### src/common/gevx_pkg.sv
// Purpose : Shared constants and carriers for the guest event exit control block
// Assumes : APB slave with 32-bit data, byte addresses on paddr[7:0]
// Notes   : Every register offset and CMD bit position used by the core lives here; STATUS field positions are fixed in the core

package gevx_pkg;

	// ---------------------------------------------------------------
	// Register map (byte addresses)
	// ---------------------------------------------------------------
	localparam logic [7:0] GEVX_OFF_CTRL      = 8'h00;
	localparam logic [7:0] GEVX_OFF_EXC_BMAP  = 8'h04;
	localparam logic [7:0] GEVX_OFF_PF_MASK   = 8'h08;
	localparam logic [7:0] GEVX_OFF_PF_MATCH  = 8'h0C;
	localparam logic [7:0] GEVX_OFF_GST_INTR  = 8'h10;
	localparam logic [7:0] GEVX_OFF_CMD       = 8'h14;
	localparam logic [7:0] GEVX_OFF_STATUS    = 8'h18;
	localparam logic [7:0] GEVX_OFF_EXIT_RSN  = 8'h1C;
	localparam logic [7:0] GEVX_OFF_EXIT_INFO = 8'h20;
	localparam logic [7:0] GEVX_OFF_LIVE_INTR = 8'h24;

	// ---------------------------------------------------------------
	// Field positions
	// ---------------------------------------------------------------
	localparam int GEVX_CMD_ENTRY_BIT   = 0;
	localparam int GEVX_CMD_HOSTIF_BIT  = 1;
	localparam int GEVX_INFO_VALID_BIT  = 31;
	localparam int GEVX_PF_VECTOR       = 14;

	// ---------------------------------------------------------------
	// Reset values and fixed vectors
	// ---------------------------------------------------------------
	localparam logic [31:0] GEVX_RST_WORD   = 32'h0000_0000;
	localparam logic [7:0]  GEVX_NMI_VECTOR = 8'h02;

	// ---------------------------------------------------------------
	// Basic exit reasons
	// ---------------------------------------------------------------
	localparam logic [15:0] GEVX_RSN_EXC_NMI = 16'h0000;
	localparam logic [15:0] GEVX_RSN_EXT_INT = 16'h0001;
	localparam logic [15:0] GEVX_RSN_TRIPLE  = 16'h0002;
	localparam logic [15:0] GEVX_RSN_INIT    = 16'h0003;
	localparam logic [15:0] GEVX_RSN_STARTUP = 16'h0004;
	localparam logic [15:0] GEVX_RSN_NMI_WIN = 16'h0008;

	// Execution controls, CTRL register bits [4:0]
	typedef struct packed {
		logic ack_on_exit;
		logic nmi_window_exiting;
		logic virtual_nmi;
		logic nmi_exiting;
		logic ext_int_exiting;
	} gevx_ctrl_t;

	// Interruptibility state, bits [3:0]
	typedef struct packed {
		logic nmi_blk;
		logic mgmt_blk;
		logic ss_load_blk;
		logic ei_shadow_blk;
	} gevx_intr_t;

	typedef enum logic [1:0] {
		GEVX_ACK_GUEST,
		GEVX_ACK_EXIT,
		GEVX_ACK_HOST
	} gevx_ack_tgt_t;

endpackage : gevx_pkg

### src/hdl/gevx_core.sv
// Purpose : Decides per guest event between VM exit and guest delivery
// Assumes : Event inputs are one-cycle pulses synchronous to pclk
// Notes   : Exit or deliver decisions are only made while guest_mode is high and no ack runs; blocking state also tracks during an ack
//
// Implementation choices: the APB interface to the registers and the address map.

`timescale 1ns/100ps

module gevx_core (
	input  wire logic        pclk,
	input  wire logic        presetn,
	input  wire logic        psel,
	input  wire logic        penable,
	input  wire logic        pwrite,
	input  wire logic [7:0]  paddr,
	input  wire logic [31:0] pwdata,
	output logic      [31:0] prdata,
	output logic             pready,
	output logic             pslverr,
	input  wire logic        exc_valid,
	input  wire logic [4:0]  exc_vector,
	input  wire logic [31:0] exc_err_code,
	input  wire logic        exc_in_df,
	input  wire logic        guest_interrupt_enable_flag,
	input  wire logic        system_mgmt_mode,
	input  wire logic        instr_retire,
	input  wire logic        enable_interrupts_instr,
	input  wire logic        stack_segment_load_instr,
	input  wire logic        interrupt_return_instr,
	input  wire logic        mgmt_mode_resume_instr,
	input  wire logic        system_mgmt_interrupt,
	input  wire logic        nmi_event,
	input  wire logic        init_event,
	input  wire logic        startup_ipi_event,
	input  wire logic        ext_int_pending,
	output logic             intack_req,
	input  wire logic        intack_done,
	input  wire logic [7:0]  intack_vector,
	output logic             vm_exit,
	output logic             guest_deliver,
	output logic      [7:0]  deliver_vector,
	output logic             host_vector_valid,
	output logic      [7:0]  host_vector,
	output logic             host_if_flag,
	output logic             guest_mode,
	output logic             init_blocked,
	output logic             startup_ipi_blocked
);

	typedef enum logic [1:0] {ST_HOST, ST_GUEST, ST_ACK} gevx_state_t;

	gevx_state_t              state_r;
	gevx_pkg::gevx_ack_tgt_t  ack_tgt_r;
	gevx_pkg::gevx_ctrl_t     ctrl_r;
	gevx_pkg::gevx_intr_t     gst_intr_r;
	gevx_pkg::gevx_intr_t     live_r;
	logic [31:0]              bmap_r;
	logic [31:0]              pf_mask_r;
	logic [31:0]              pf_match_r;
	logic [15:0]              exit_rsn_r;
	logic [31:0]              exit_info_r;
	logic                     host_if_r;
	logic                     vm_exit_r;
	logic                     deliver_r;
	logic [7:0]               deliver_vec_r;
	logic                     host_vec_v_r;
	logic [7:0]               host_vec_r;
	logic [31:0]              prdata_r;

	logic                     wr_en;
	logic                     rd_setup;
	logic                     addr_ok;
	logic                     entry_cmd;
	logic                     hostif_cmd;
	logic                     exc_sel;
	logic                     pf_hit;
	logic                     dec_exit;
	logic                     dec_ack;
	logic                     dec_ext;
	logic                     dec_deliver;
	logic                     dec_guest_ack;
	logic                     dec_nmi_dlv;
	logic [15:0]              dec_rsn;
	logic [7:0]               dec_vec;

	// ---------------------------------------------------------------
	// APB slave
	// ---------------------------------------------------------------

	// Zero wait states: read data is captured in the setup cycle
	always_comb begin
		case (paddr)
			gevx_pkg::GEVX_OFF_CTRL,     gevx_pkg::GEVX_OFF_EXC_BMAP,
			gevx_pkg::GEVX_OFF_PF_MASK,  gevx_pkg::GEVX_OFF_PF_MATCH,
			gevx_pkg::GEVX_OFF_GST_INTR, gevx_pkg::GEVX_OFF_CMD,
			gevx_pkg::GEVX_OFF_STATUS,   gevx_pkg::GEVX_OFF_EXIT_RSN,
			gevx_pkg::GEVX_OFF_EXIT_INFO, gevx_pkg::GEVX_OFF_LIVE_INTR: addr_ok = 1'b1;
			default: addr_ok = 1'b0;
		endcase
	end

	assign pready     = 1'b1;
	assign pslverr    = psel && penable && !addr_ok;
	assign wr_en      = psel && penable && pwrite && addr_ok;
	assign rd_setup   = psel && !penable && !pwrite;
	assign entry_cmd  = wr_en && (paddr == gevx_pkg::GEVX_OFF_CMD)
		&& pwdata[gevx_pkg::GEVX_CMD_ENTRY_BIT];
	assign hostif_cmd = wr_en && (paddr == gevx_pkg::GEVX_OFF_CMD)
		&& pwdata[gevx_pkg::GEVX_CMD_HOSTIF_BIT];
	assign prdata     = prdata_r;

	// Read mux; unmapped addresses read as zero
	always_ff @(posedge pclk or negedge presetn) begin
		if (!presetn) begin
			prdata_r <= gevx_pkg::GEVX_RST_WORD;
		end else if (rd_setup) begin
			case (paddr)
				gevx_pkg::GEVX_OFF_CTRL:      prdata_r <= {27'h0, ctrl_r};
				gevx_pkg::GEVX_OFF_EXC_BMAP:  prdata_r <= bmap_r;
				gevx_pkg::GEVX_OFF_PF_MASK:   prdata_r <= pf_mask_r;
				gevx_pkg::GEVX_OFF_PF_MATCH:  prdata_r <= pf_match_r;
				gevx_pkg::GEVX_OFF_GST_INTR:  prdata_r <= {28'h0, gst_intr_r};
				gevx_pkg::GEVX_OFF_STATUS:    prdata_r <= {28'h0, system_mgmt_mode,
					state_r == ST_ACK, host_if_r, state_r == ST_GUEST};
				gevx_pkg::GEVX_OFF_EXIT_RSN:  prdata_r <= {16'h0, exit_rsn_r};
				gevx_pkg::GEVX_OFF_EXIT_INFO: prdata_r <= exit_info_r;
				gevx_pkg::GEVX_OFF_LIVE_INTR: prdata_r <= {28'h0, live_r};
				default:                      prdata_r <= gevx_pkg::GEVX_RST_WORD;
			endcase
		end
	end

	// Control structure fields, writable at any time
	always_ff @(posedge pclk or negedge presetn) begin
		if (!presetn) begin
			ctrl_r     <= '0;
			bmap_r     <= gevx_pkg::GEVX_RST_WORD;
			pf_mask_r  <= gevx_pkg::GEVX_RST_WORD;
			pf_match_r <= gevx_pkg::GEVX_RST_WORD;
		end else if (wr_en) begin
			case (paddr)
				gevx_pkg::GEVX_OFF_CTRL:     ctrl_r     <= pwdata[4:0];
				gevx_pkg::GEVX_OFF_EXC_BMAP: bmap_r     <= pwdata;
				gevx_pkg::GEVX_OFF_PF_MASK:  pf_mask_r  <= pwdata;
				gevx_pkg::GEVX_OFF_PF_MATCH: pf_match_r <= pwdata;
				default: ;
			endcase
		end
	end

	// Guest-state interruptibility: exit write-back beats software
	always_ff @(posedge pclk or negedge presetn) begin
		if (!presetn) begin
			gst_intr_r <= '0;
		end else if (vm_exit_r) begin
			gst_intr_r <= live_r;
		end else if (wr_en && paddr == gevx_pkg::GEVX_OFF_GST_INTR) begin
			gst_intr_r <= pwdata[3:0];
		end
	end

	// ---------------------------------------------------------------
	// Exit or deliver decision
	// ---------------------------------------------------------------

	// Page fault exits when bit set and code matches, or bit clear and not
	assign pf_hit  = (exc_err_code & pf_mask_r) == pf_match_r;
	assign exc_sel = (exc_vector == 5'(gevx_pkg::GEVX_PF_VECTOR))
		? (bmap_r[exc_vector] == pf_hit)
		: bmap_r[exc_vector];

	// Fixed priority: init, startup IPI, exception, NMI, external, window
	always_comb begin
		dec_exit      = 1'b0;
		dec_ack       = 1'b0;
		dec_ext       = 1'b0;
		dec_deliver   = 1'b0;
		dec_guest_ack = 1'b0;
		dec_nmi_dlv   = 1'b0;
		dec_rsn       = gevx_pkg::GEVX_RSN_EXC_NMI;
		dec_vec       = 8'h00;
		if (state_r == ST_GUEST) begin
			if (init_event) begin
				dec_exit = 1'b1;
				dec_rsn  = gevx_pkg::GEVX_RSN_INIT;
			end else if (startup_ipi_event) begin
				dec_exit = 1'b1;
				dec_rsn  = gevx_pkg::GEVX_RSN_STARTUP;
			end else if (exc_valid) begin
				if (exc_sel) begin
					dec_exit = 1'b1;
				end else if (exc_in_df) begin
					dec_exit = 1'b1;
					dec_rsn  = gevx_pkg::GEVX_RSN_TRIPLE;
				end else begin
					dec_deliver = 1'b1;
					dec_vec     = {3'h0, exc_vector};
				end
			end else if (nmi_event) begin
				if (ctrl_r.nmi_exiting || ctrl_r.virtual_nmi) begin
					dec_exit = 1'b1;
				end else if (!live_r.nmi_blk) begin
					dec_deliver = 1'b1;
					dec_nmi_dlv = 1'b1;
					dec_vec     = gevx_pkg::GEVX_NMI_VECTOR;
				end
			end else if (ext_int_pending && ctrl_r.ext_int_exiting) begin
				dec_exit = 1'b1;
				dec_ext  = 1'b1;
				dec_ack  = ctrl_r.ack_on_exit;
				dec_rsn  = gevx_pkg::GEVX_RSN_EXT_INT;
			end else if (ext_int_pending && guest_interrupt_enable_flag
				&& !live_r.ei_shadow_blk && !live_r.ss_load_blk) begin
				dec_guest_ack = 1'b1;
			end else if (ctrl_r.nmi_window_exiting && ctrl_r.virtual_nmi
				&& !live_r.nmi_blk) begin
				dec_exit = 1'b1;
				dec_rsn  = gevx_pkg::GEVX_RSN_NMI_WIN;
			end
		end
	end

	// ---------------------------------------------------------------
	// Mode and acknowledge sequencing
	// ---------------------------------------------------------------

	// Entry only from host; an ack cycle finishes before anything else
	always_ff @(posedge pclk or negedge presetn) begin
		if (!presetn) begin
			state_r   <= ST_HOST;
			ack_tgt_r <= gevx_pkg::GEVX_ACK_GUEST;
		end else begin
			case (state_r)
				ST_HOST: begin
					if (entry_cmd) begin
						state_r <= ST_GUEST;
					end else if (host_if_r && ext_int_pending) begin
						state_r   <= ST_ACK;
						ack_tgt_r <= gevx_pkg::GEVX_ACK_HOST;
					end
				end
				ST_GUEST: begin
					if (dec_exit && dec_ack) begin
						state_r   <= ST_ACK;
						ack_tgt_r <= gevx_pkg::GEVX_ACK_EXIT;
					end else if (dec_exit) begin
						state_r <= ST_HOST;
					end else if (dec_guest_ack) begin
						state_r   <= ST_ACK;
						ack_tgt_r <= gevx_pkg::GEVX_ACK_GUEST;
					end
				end
				ST_ACK: begin
					if (intack_done) begin
						state_r <= (ack_tgt_r == gevx_pkg::GEVX_ACK_GUEST) ? ST_GUEST : ST_HOST;
					end
				end
				default: state_r <= ST_HOST;
			endcase
		end
	end

	// Request held until the controller returns the vector
	assign intack_req = (state_r == ST_ACK);

	// Exit pulse, reason and interruption information
	always_ff @(posedge pclk or negedge presetn) begin
		if (!presetn) begin
			vm_exit_r   <= 1'b0;
			exit_rsn_r  <= gevx_pkg::GEVX_RSN_EXC_NMI;
			exit_info_r <= gevx_pkg::GEVX_RST_WORD;
		end else begin
			vm_exit_r <= 1'b0;
			if (state_r == ST_GUEST && dec_exit && !dec_ack) begin
				vm_exit_r   <= 1'b1;
				exit_rsn_r  <= dec_rsn;
				exit_info_r <= gevx_pkg::GEVX_RST_WORD;
			end else if (state_r == ST_ACK && intack_done
				&& ack_tgt_r == gevx_pkg::GEVX_ACK_EXIT) begin
				vm_exit_r   <= 1'b1;
				exit_rsn_r  <= gevx_pkg::GEVX_RSN_EXT_INT;
				exit_info_r <= {1'b1, 23'h0, intack_vector};
			end
		end
	end

	// Host flag: cleared on ext exit and when host vectoring starts
	always_ff @(posedge pclk or negedge presetn) begin
		if (!presetn) begin
			host_if_r <= 1'b0;
		end else if (state_r == ST_GUEST && dec_ext) begin
			host_if_r <= 1'b0;
		end else if (state_r == ST_HOST && host_if_r && ext_int_pending && !entry_cmd) begin
			host_if_r <= 1'b0;
		end else if (hostif_cmd) begin
			host_if_r <= 1'b1;
		end
	end

	// Guest and host vectoring pulses
	always_ff @(posedge pclk or negedge presetn) begin
		if (!presetn) begin
			deliver_r     <= 1'b0;
			deliver_vec_r <= 8'h00;
			host_vec_v_r  <= 1'b0;
			host_vec_r    <= 8'h00;
		end else begin
			deliver_r    <= 1'b0;
			host_vec_v_r <= 1'b0;
			if (dec_deliver) begin
				deliver_r     <= 1'b1;
				deliver_vec_r <= dec_vec;
			end else if (state_r == ST_ACK && intack_done
				&& ack_tgt_r == gevx_pkg::GEVX_ACK_GUEST) begin
				deliver_r     <= 1'b1;
				deliver_vec_r <= intack_vector;
			end
			if (state_r == ST_ACK && intack_done && ack_tgt_r == gevx_pkg::GEVX_ACK_HOST) begin
				host_vec_v_r <= 1'b1;
				host_vec_r   <= intack_vector;
			end
		end
	end

	// ---------------------------------------------------------------
	// Interruptibility tracking
	// ---------------------------------------------------------------

	// Loaded at entry; a set wins over a clear in the same cycle
	always_ff @(posedge pclk or negedge presetn) begin
		if (!presetn) begin
			live_r <= '0;
		end else if (entry_cmd && state_r == ST_HOST) begin
			live_r <= gst_intr_r;
		end else if (state_r != ST_HOST) begin
			if (enable_interrupts_instr) begin
				live_r.ei_shadow_blk <= 1'b1;
			end else if (instr_retire) begin
				live_r.ei_shadow_blk <= 1'b0;
			end
			if (stack_segment_load_instr) begin
				live_r.ss_load_blk <= 1'b1;
			end else if (instr_retire) begin
				live_r.ss_load_blk <= 1'b0;
			end
			if (system_mgmt_interrupt) begin
				live_r.mgmt_blk <= 1'b1;
			end else if (mgmt_mode_resume_instr) begin
				live_r.mgmt_blk <= 1'b0;
			end
			if (dec_nmi_dlv) begin
				live_r.nmi_blk <= 1'b1;
			end else if (interrupt_return_instr || mgmt_mode_resume_instr) begin
				live_r.nmi_blk <= 1'b0;
			end
		end
	end

	// Outputs
	assign vm_exit           = vm_exit_r;
	assign guest_deliver     = deliver_r;
	assign deliver_vector    = deliver_vec_r;
	assign host_vector_valid = host_vec_v_r;
	assign host_vector       = host_vec_r;
	assign host_if_flag      = host_if_r;
	assign guest_mode        = (state_r != ST_HOST);
	assign init_blocked      = (state_r == ST_HOST) || system_mgmt_mode;
	assign startup_ipi_blocked = (state_r == ST_HOST);
endmodule : gevx_core

### config.mk
export PLATFORM = sky130hd
export DESIGN_NAME = gevx_core
export DESIGN_NICKNAME = d
export VERILOG_FILES = /design/src/common/gevx_pkg.sv /design/src/hdl/gevx_core.sv
export SDC_FILE = /design/constraint.sdc
export NUM_CORES = 1
export LEC_CHECK = 0
export BUFFER_PORTS_ARGS = -buffer_cell sky130_fd_sc_hd__buf_2
export CORE_MARGIN = 2
export CORE_UTILIZATION = 40
export CTS_BUF_LIST = sky130_fd_sc_hd__clkbuf_8 sky130_fd_sc_hd__clkbuf_16
export CTS_CLUSTER_SIZE = 10
export DETAILED_ROUTE_END_ITERATION = 7
export GPL_ROUTABILITY_DRIVEN = 0
export PLACE_DENSITY = 0.69
export RECOVER_POWER = 100
export SLEW_MARGIN = 20
export SYNTH_ARGS = -nofsm -noshare
export SYNTH_HDL_FRONTEND = slang
export SYNTH_SLANG_ARGS = --single-unit
### constraint.sdc
create_clock -name pclk -period 2.55 [get_ports pclk]
set_input_delay 0.3825 -clock pclk [delete_from_list [all_inputs] [get_ports pclk]]
set_output_delay 0.3825 -clock pclk [all_outputs]
set_load 0.005 [all_outputs]
-- After elaboration in Yosys (flattened, before gate mapping)
Index checks and enable logic that the tools add are counted.
- word-level logic and storage cells: 222
- register bits after elaboration: 213
- input port bits: 105
- eq/ne operators: 23
- magnitude comparators: 1
- bitwise operators: 1
- multiplexer cells: 105
- reductions and logical operators: 65
- operators by type and width (operator ; number):
    case mux 32 bit (9 select lines) ; 1
    2-to-1 mux 16 bit ; 6
    2-to-1 mux 32 bit ; 2
    2-to-1 mux 1 bit ; 62
    2-to-1 mux 8 bit ; 6
    bitwise AND 32 bit ; 1
    == test 32 bit ; 1
    == test 8 x 5 -> 1 bit, second input constant ; 4
    2-to-1 mux 4 bit ; 8
    2-to-1 mux 2 bit ; 15
    logical AND 1 bit ; 29
    == test 8 x 4 -> 1 bit, second input constant ; 2
    == test 8 x 6 -> 1 bit, second input constant ; 2
    AND reduction 2 bit ; 8
    nonzero test 3 bit ; 5
    nonzero test 2 bit ; 6
    2-to-1 mux 5 bit ; 2
    OR reduction 10 bit ; 1
    == test 8 x 3 -> 1 bit, second input constant ; 1
    zero test 1 bit ; 8
    zero test 8 bit ; 1
    less-than comparator 5 x 6 -> 1 bit, second input constant ; 1
    inequality test 3 bit, second input constant ; 2
    case mux 2 bit (3 select lines) ; 1
    other kinds (14) ; 20

-- Depth between registers and ports, before layout
- word-level depth: 14
- mapped depth: 11
- depth with buffers taken out: 9

-- Worst setup path after synthesis
Ideal clock, no wire load.
- path type: input to register
- start point: in exc_vector[1]
- end point: reg state_r[1]
- required time: 2.426 ns
- slack: 0.068 ns
- setup time: 0.124 ns
- arrival: 2.358 ns
- stages: 10
- path buffers: 1
- path through: buf_6 > mux4_1 > mux2_2 > nand3_1 > and4_4 > o21ai_2 > a21oi_2 > o2111ai_1 > a21boi_2 > or2_1
- word-level cells in the longest chain between the ends: 12
- RTL lines (item ; line ; RTL):
    start: declaration ; gevx_core.sv:21 ; input wire logic [4:0] exc_vector,
    binary-select mux 1 bit (select 5 bit) ; gevx_core.sv:169, gevx_core.sv:170 ;
    2-to-1 mux 1 bit (not written as such) ; gevx_core.sv:169, gevx_core.sv:170 ;
    == test 1 bit ; gevx_core.sv:169 ; ? (bmap_r[exc_vector] == pf_hit)
    2-to-1 mux 1 bit (*) ; gevx_core.sv:169 ;
    2-to-1 mux 1 bit (*) ; gevx_core.sv:190 ; if (exc_sel) begin
    2-to-1 mux 1 bit (*) ; gevx_core.sv:189 ; end else if (exc_valid) begin
    2-to-1 mux 1 bit (*) ; gevx_core.sv:186 ; end else if (startup_ipi_event) begin
    2-to-1 mux 1 bit (*) ; gevx_core.sv:183 ; if (init_event) begin
    2-to-1 mux 1 bit (*) ; gevx_core.sv:182 ; if (state_r == ST_GUEST) begin
    2-to-1 mux 2 bit or logical AND 1 bit (tied branches) ; gevx_core.sv:246, gevx_core.sv:243 ;
    2-to-1 mux 2 bit or inequality test 4 bit (tied branches) ; n/a ;
    case mux 2 bit (3 select lines) or AND reduction 3 bit (tied branches) ; n/a ;
    end signal: assignment ; gevx_core.sv:255 ; state_r <= (ack_tgt_r == gevx_pkg::GEVX_ACK_GUEST) ? ST_GUEST : ST_HOST;
    end: declaration ; gevx_core.sv:52 ; gevx_state_t state_r;
Mark *: on every way between the ends. The rest lies on a longest branch, timed or not. The select of a mux whose other input is x is not followed.
A chain may end at the register's enable or synchronous reset.

-- Worst setup path in the final report
- start point: reg bmap_r[27]
- end point: reg state_r[1]
- word-level cells in the longest chain between the ends: 12
- RTL lines (item ; line ; RTL):
    start: declaration ; gevx_core.sv:57 ; logic [31:0] bmap_r;
    start signal: assignment ; gevx_core.sv:137 ; bmap_r <= gevx_pkg::GEVX_RST_WORD;
    start signal: assignment ; gevx_core.sv:143 ; gevx_pkg::GEVX_OFF_EXC_BMAP: bmap_r <= pwdata;
    binary-select mux 1 bit (select 5 bit) (*) ; gevx_core.sv:169, gevx_core.sv:170 ;
    2-to-1 mux 1 bit (not written as such) (*) ; gevx_core.sv:169, gevx_core.sv:170 ;
    == test 1 bit ; gevx_core.sv:169 ;
    2-to-1 mux 1 bit (*) ; gevx_core.sv:169 ;
    2-to-1 mux 1 bit (*) ; gevx_core.sv:190 ;
    2-to-1 mux 1 bit (*) ; gevx_core.sv:189 ;
    2-to-1 mux 1 bit (*) ; gevx_core.sv:186 ;
    2-to-1 mux 1 bit (*) ; gevx_core.sv:183 ;
    2-to-1 mux 1 bit (*) ; gevx_core.sv:182 ;
    2-to-1 mux 2 bit or logical AND 1 bit (tied branches) ; gevx_core.sv:246, gevx_core.sv:243 ;
    2-to-1 mux 2 bit or inequality test 4 bit (tied branches) ; n/a ;
    case mux 2 bit (3 select lines) or AND reduction 3 bit (tied branches) ; n/a ;
Marked as above.

==> results.cfg <==
[floorplan]
initial_core_util = 0.407
io_pins = 163
die_y_um = 150
num_rows = 53
die_area_mm2 = 0.0226
coreArea_mm2 = 0.0210
die_w_um = 150

[sta]
fmax_mhz = 402
post-route-period-util = 0.975
slew_headroom = -0.0843
rsz0062_at_grt = true
setup_viol = 0
maxSlewViolCount = 62
worstMarginPinSlew_ps = 1630
setup_tns_ps = 0
skew_ps = 13.6
hold_viol = 0
fin_crit_ps = 2490

[synthesis]
async_reset_ff_frac = 1.00
synthTopCellsByCount = 178 x dfrtp_1, 55 x mux2_1, 55 x mux2_2
syn_area_mm2 = 0.00856
synth.distinct_cells = 64
synth_area_per_cell_um2 = 11.9
synthTopCellsByArea = dfrtp_1 52%, mux2_1 7.2%, mux2_2 7.2%
yosysMostFrequentCell = dfrtp_1
syn-num-nets = 827
yosysWarnings = 0
syn_inst = 722
synth_seq_cells = 178
ys_seq_area_frac = 0.520
synth_top_area_cell = dfrtp_1
synth_edf_count = 0
netlist.area_leader.share = 0.520
synth_flop_cell = dfrtp_1

[flow_run]
cap_violations = 1

[setup_path]
crit_type = reg2reg
endpoint_kind = flip-flop
critPathMaxFanout = 3
cp.required_ps = 2860
reg2reg_from = bmap_r[27]
cp-start-kind = flip-flop
arrival_ps = 2790
crit_start = bmap_r[27]

[global_routing]
grt_first_pass_wirelength_um = 37700
grt_max_degree = 65
antenna_found_initial = 8
grt_pass1_vias = 6750
overflow = 0
grt_usage = 0.220

[clock_network]
cts_tree = yes
insertion_delay_ps = 430
clk_path_buf_depth = 2
cts_buffers = 17
htreeDepth = 4
clock-sinks = 178
cts-root-buf = clkbuf_16
cts.clk_slew.worst_paths_ps = 70

[placed_design]
io_buffers = 161
dp_hpwl_um = 17600
place_area_mm2 = 0.0100

[cells_and_area]
nFillCells = 1891
drive_gt1_frac = 0.307
fin_nets = 1020
design_area_mm2 = 0.0106
area.growth.synth_to_final_pct = 23.3

[drt]
antenna_left = 0
wl_met1_um = 10800
drt_wl_total_um = 24500
wire_per_inst_um = 20.3
firstDrtPassIters = 6
wl_met2_um = 11400
drtIter0Drc = 531
route.met3.wl_um = 1830
routed.top_layer = met5
vias_per_cell = 5.69
vias = 6876
route.detailed.drc = 0

[status]
status = finished, violations left
violations = capacitance limit, slew limit

[power]
vdd_ir_drop_max_v = 0.000467
p_per_area_mw_per_mm2 = 587
p_leak_nw = 5.18

[min_path]
hp-start = pwdata[7]
hold_class = in2reg
## layout make-up
cell class,instances,area (um2),area share
Timing Repair Buffer,210,1150,0.109
Multi-Input combinational cell,498,3980,0.377
Clock inverter,13,138,0.0130
Inverter,10,37.5,0.00356
Antenna cell,7,17.5,0.00166
Tap cell,275,344,0.0326
Clock buffer,18,439,0.0416
Sequential cell,178,4450,0.422
## per-layer routing
| layer | track usage | up-vias |
|---|---|---|
| met5 | 0 | - |
| met4 | 0.0717 | 2 |
| met3 | 0.0539 | 33 |
| met2 | 0.349 | 266 |
| met1 | 0.299 | 3401 |
| li1 | - | 3174 |
## worst max-delay path, cell delays in order (launching register included)
cell and delay (ps):
dfrtp_1 400, mux4_1 510, mux2_2 280, nand3_1 80, and4_4 260, o21ai_2 80
a21oi_2 220, o2111ai_2 140, a21boi_4 180, or2_1 220
## cell families after synthesis
group,after synthesis,synth area share
AO/OA/AOI/OAI,181,0.157
buffers and inverters,46,0.0225
flip-flops,178,0.520
multiplexers,130,0.178
other,1,0.000438
AND/OR/NAND/NOR,186,0.121
## sequential cells by signal (all words and copies together) (netlist names)
register           cells
live_r                 4
host_vector            8
vm_exit                1
gst_intr_r             4
ctrl_r                 5
state_r                2
pf_match_r            32
exit_rsn_r             4
ack_tgt_r              2
prdata                32
host_vector_valid      1
pf_mask_r             32
host_if_flag           1
bmap_r                32
guest_deliver          1
exit_info_r            9
deliver_vector         8
## worst paths after layout
check	end	slack [ps]	cells past startpoint
min reg2reg	host_vector[5]	500	1
max	state_r[1]	60	9
min	pf_match_r[7]	190	2
min in group asynchronous	live_r[1]	920	2
max in group asynchronous	exit_info_r[1]	330	3
max reg2reg	state_r[1]	60	9
## power breakdown
part	total (mW)	switching [mW]	leakage, nW	internal [mW]
Clock	2.57	1.11	0.284	1.47
Combinational	0.572	0.329	2.49	0.243
Sequential	3.05	0.0977	2.41	2.95
## cells in the final DEF (no fill, tap or decap), drive strengths merged, types with 9 or more instances in the layout
master	netlist	routed
dfrtp	178	178
buf	12	165
mux2	110	110
clkbuf	24	62
nor2	54	54
a21oi	48	48
a222oi	30	30
nand2	21	21
a22oi	20	20
and3	19	19
nand3	17	17
mux2i	14	14
and2	13	13
inv	10	13
o21ai	13	13
nor3	12	12
a211oi	10	10
a31o	9	9
a21o	9	9
a21boi	9	9
## through the flow
| step | util | power, mW | hold WS (ps) | setup WS (ps) | std cells |
|---|---|---|---|---|---|
| finish | 0.502 | 6.20 | 192 | 62.6 | 1209 |
| global route | 0.502 | 6.45 | 195 | -76.1 | 1206 |
| CTS | 0.505 | 6.26 | 181 | 9.72 | 1202 |
| detailed placement | 0.477 | 3.69 | 430 | -138 | 1170 |
| global placement | 0.477 | 3.68 | 423 | -87.5 | 1170 |
| floorplan | - | 3.31 | 86.9 | 67.6 | 722 |
## repair_timing
item / CTS / global route
setup buffers: 0 / 0
hold buffers: 1 / 0
resized for setup: 1 / 9
endpoints found under the setup margin: 12 / 24
hold endpoints to repair: 59 / 0
pin swaps: 2 / 9
Note: power is estimated with default switching activity, not from simulation.
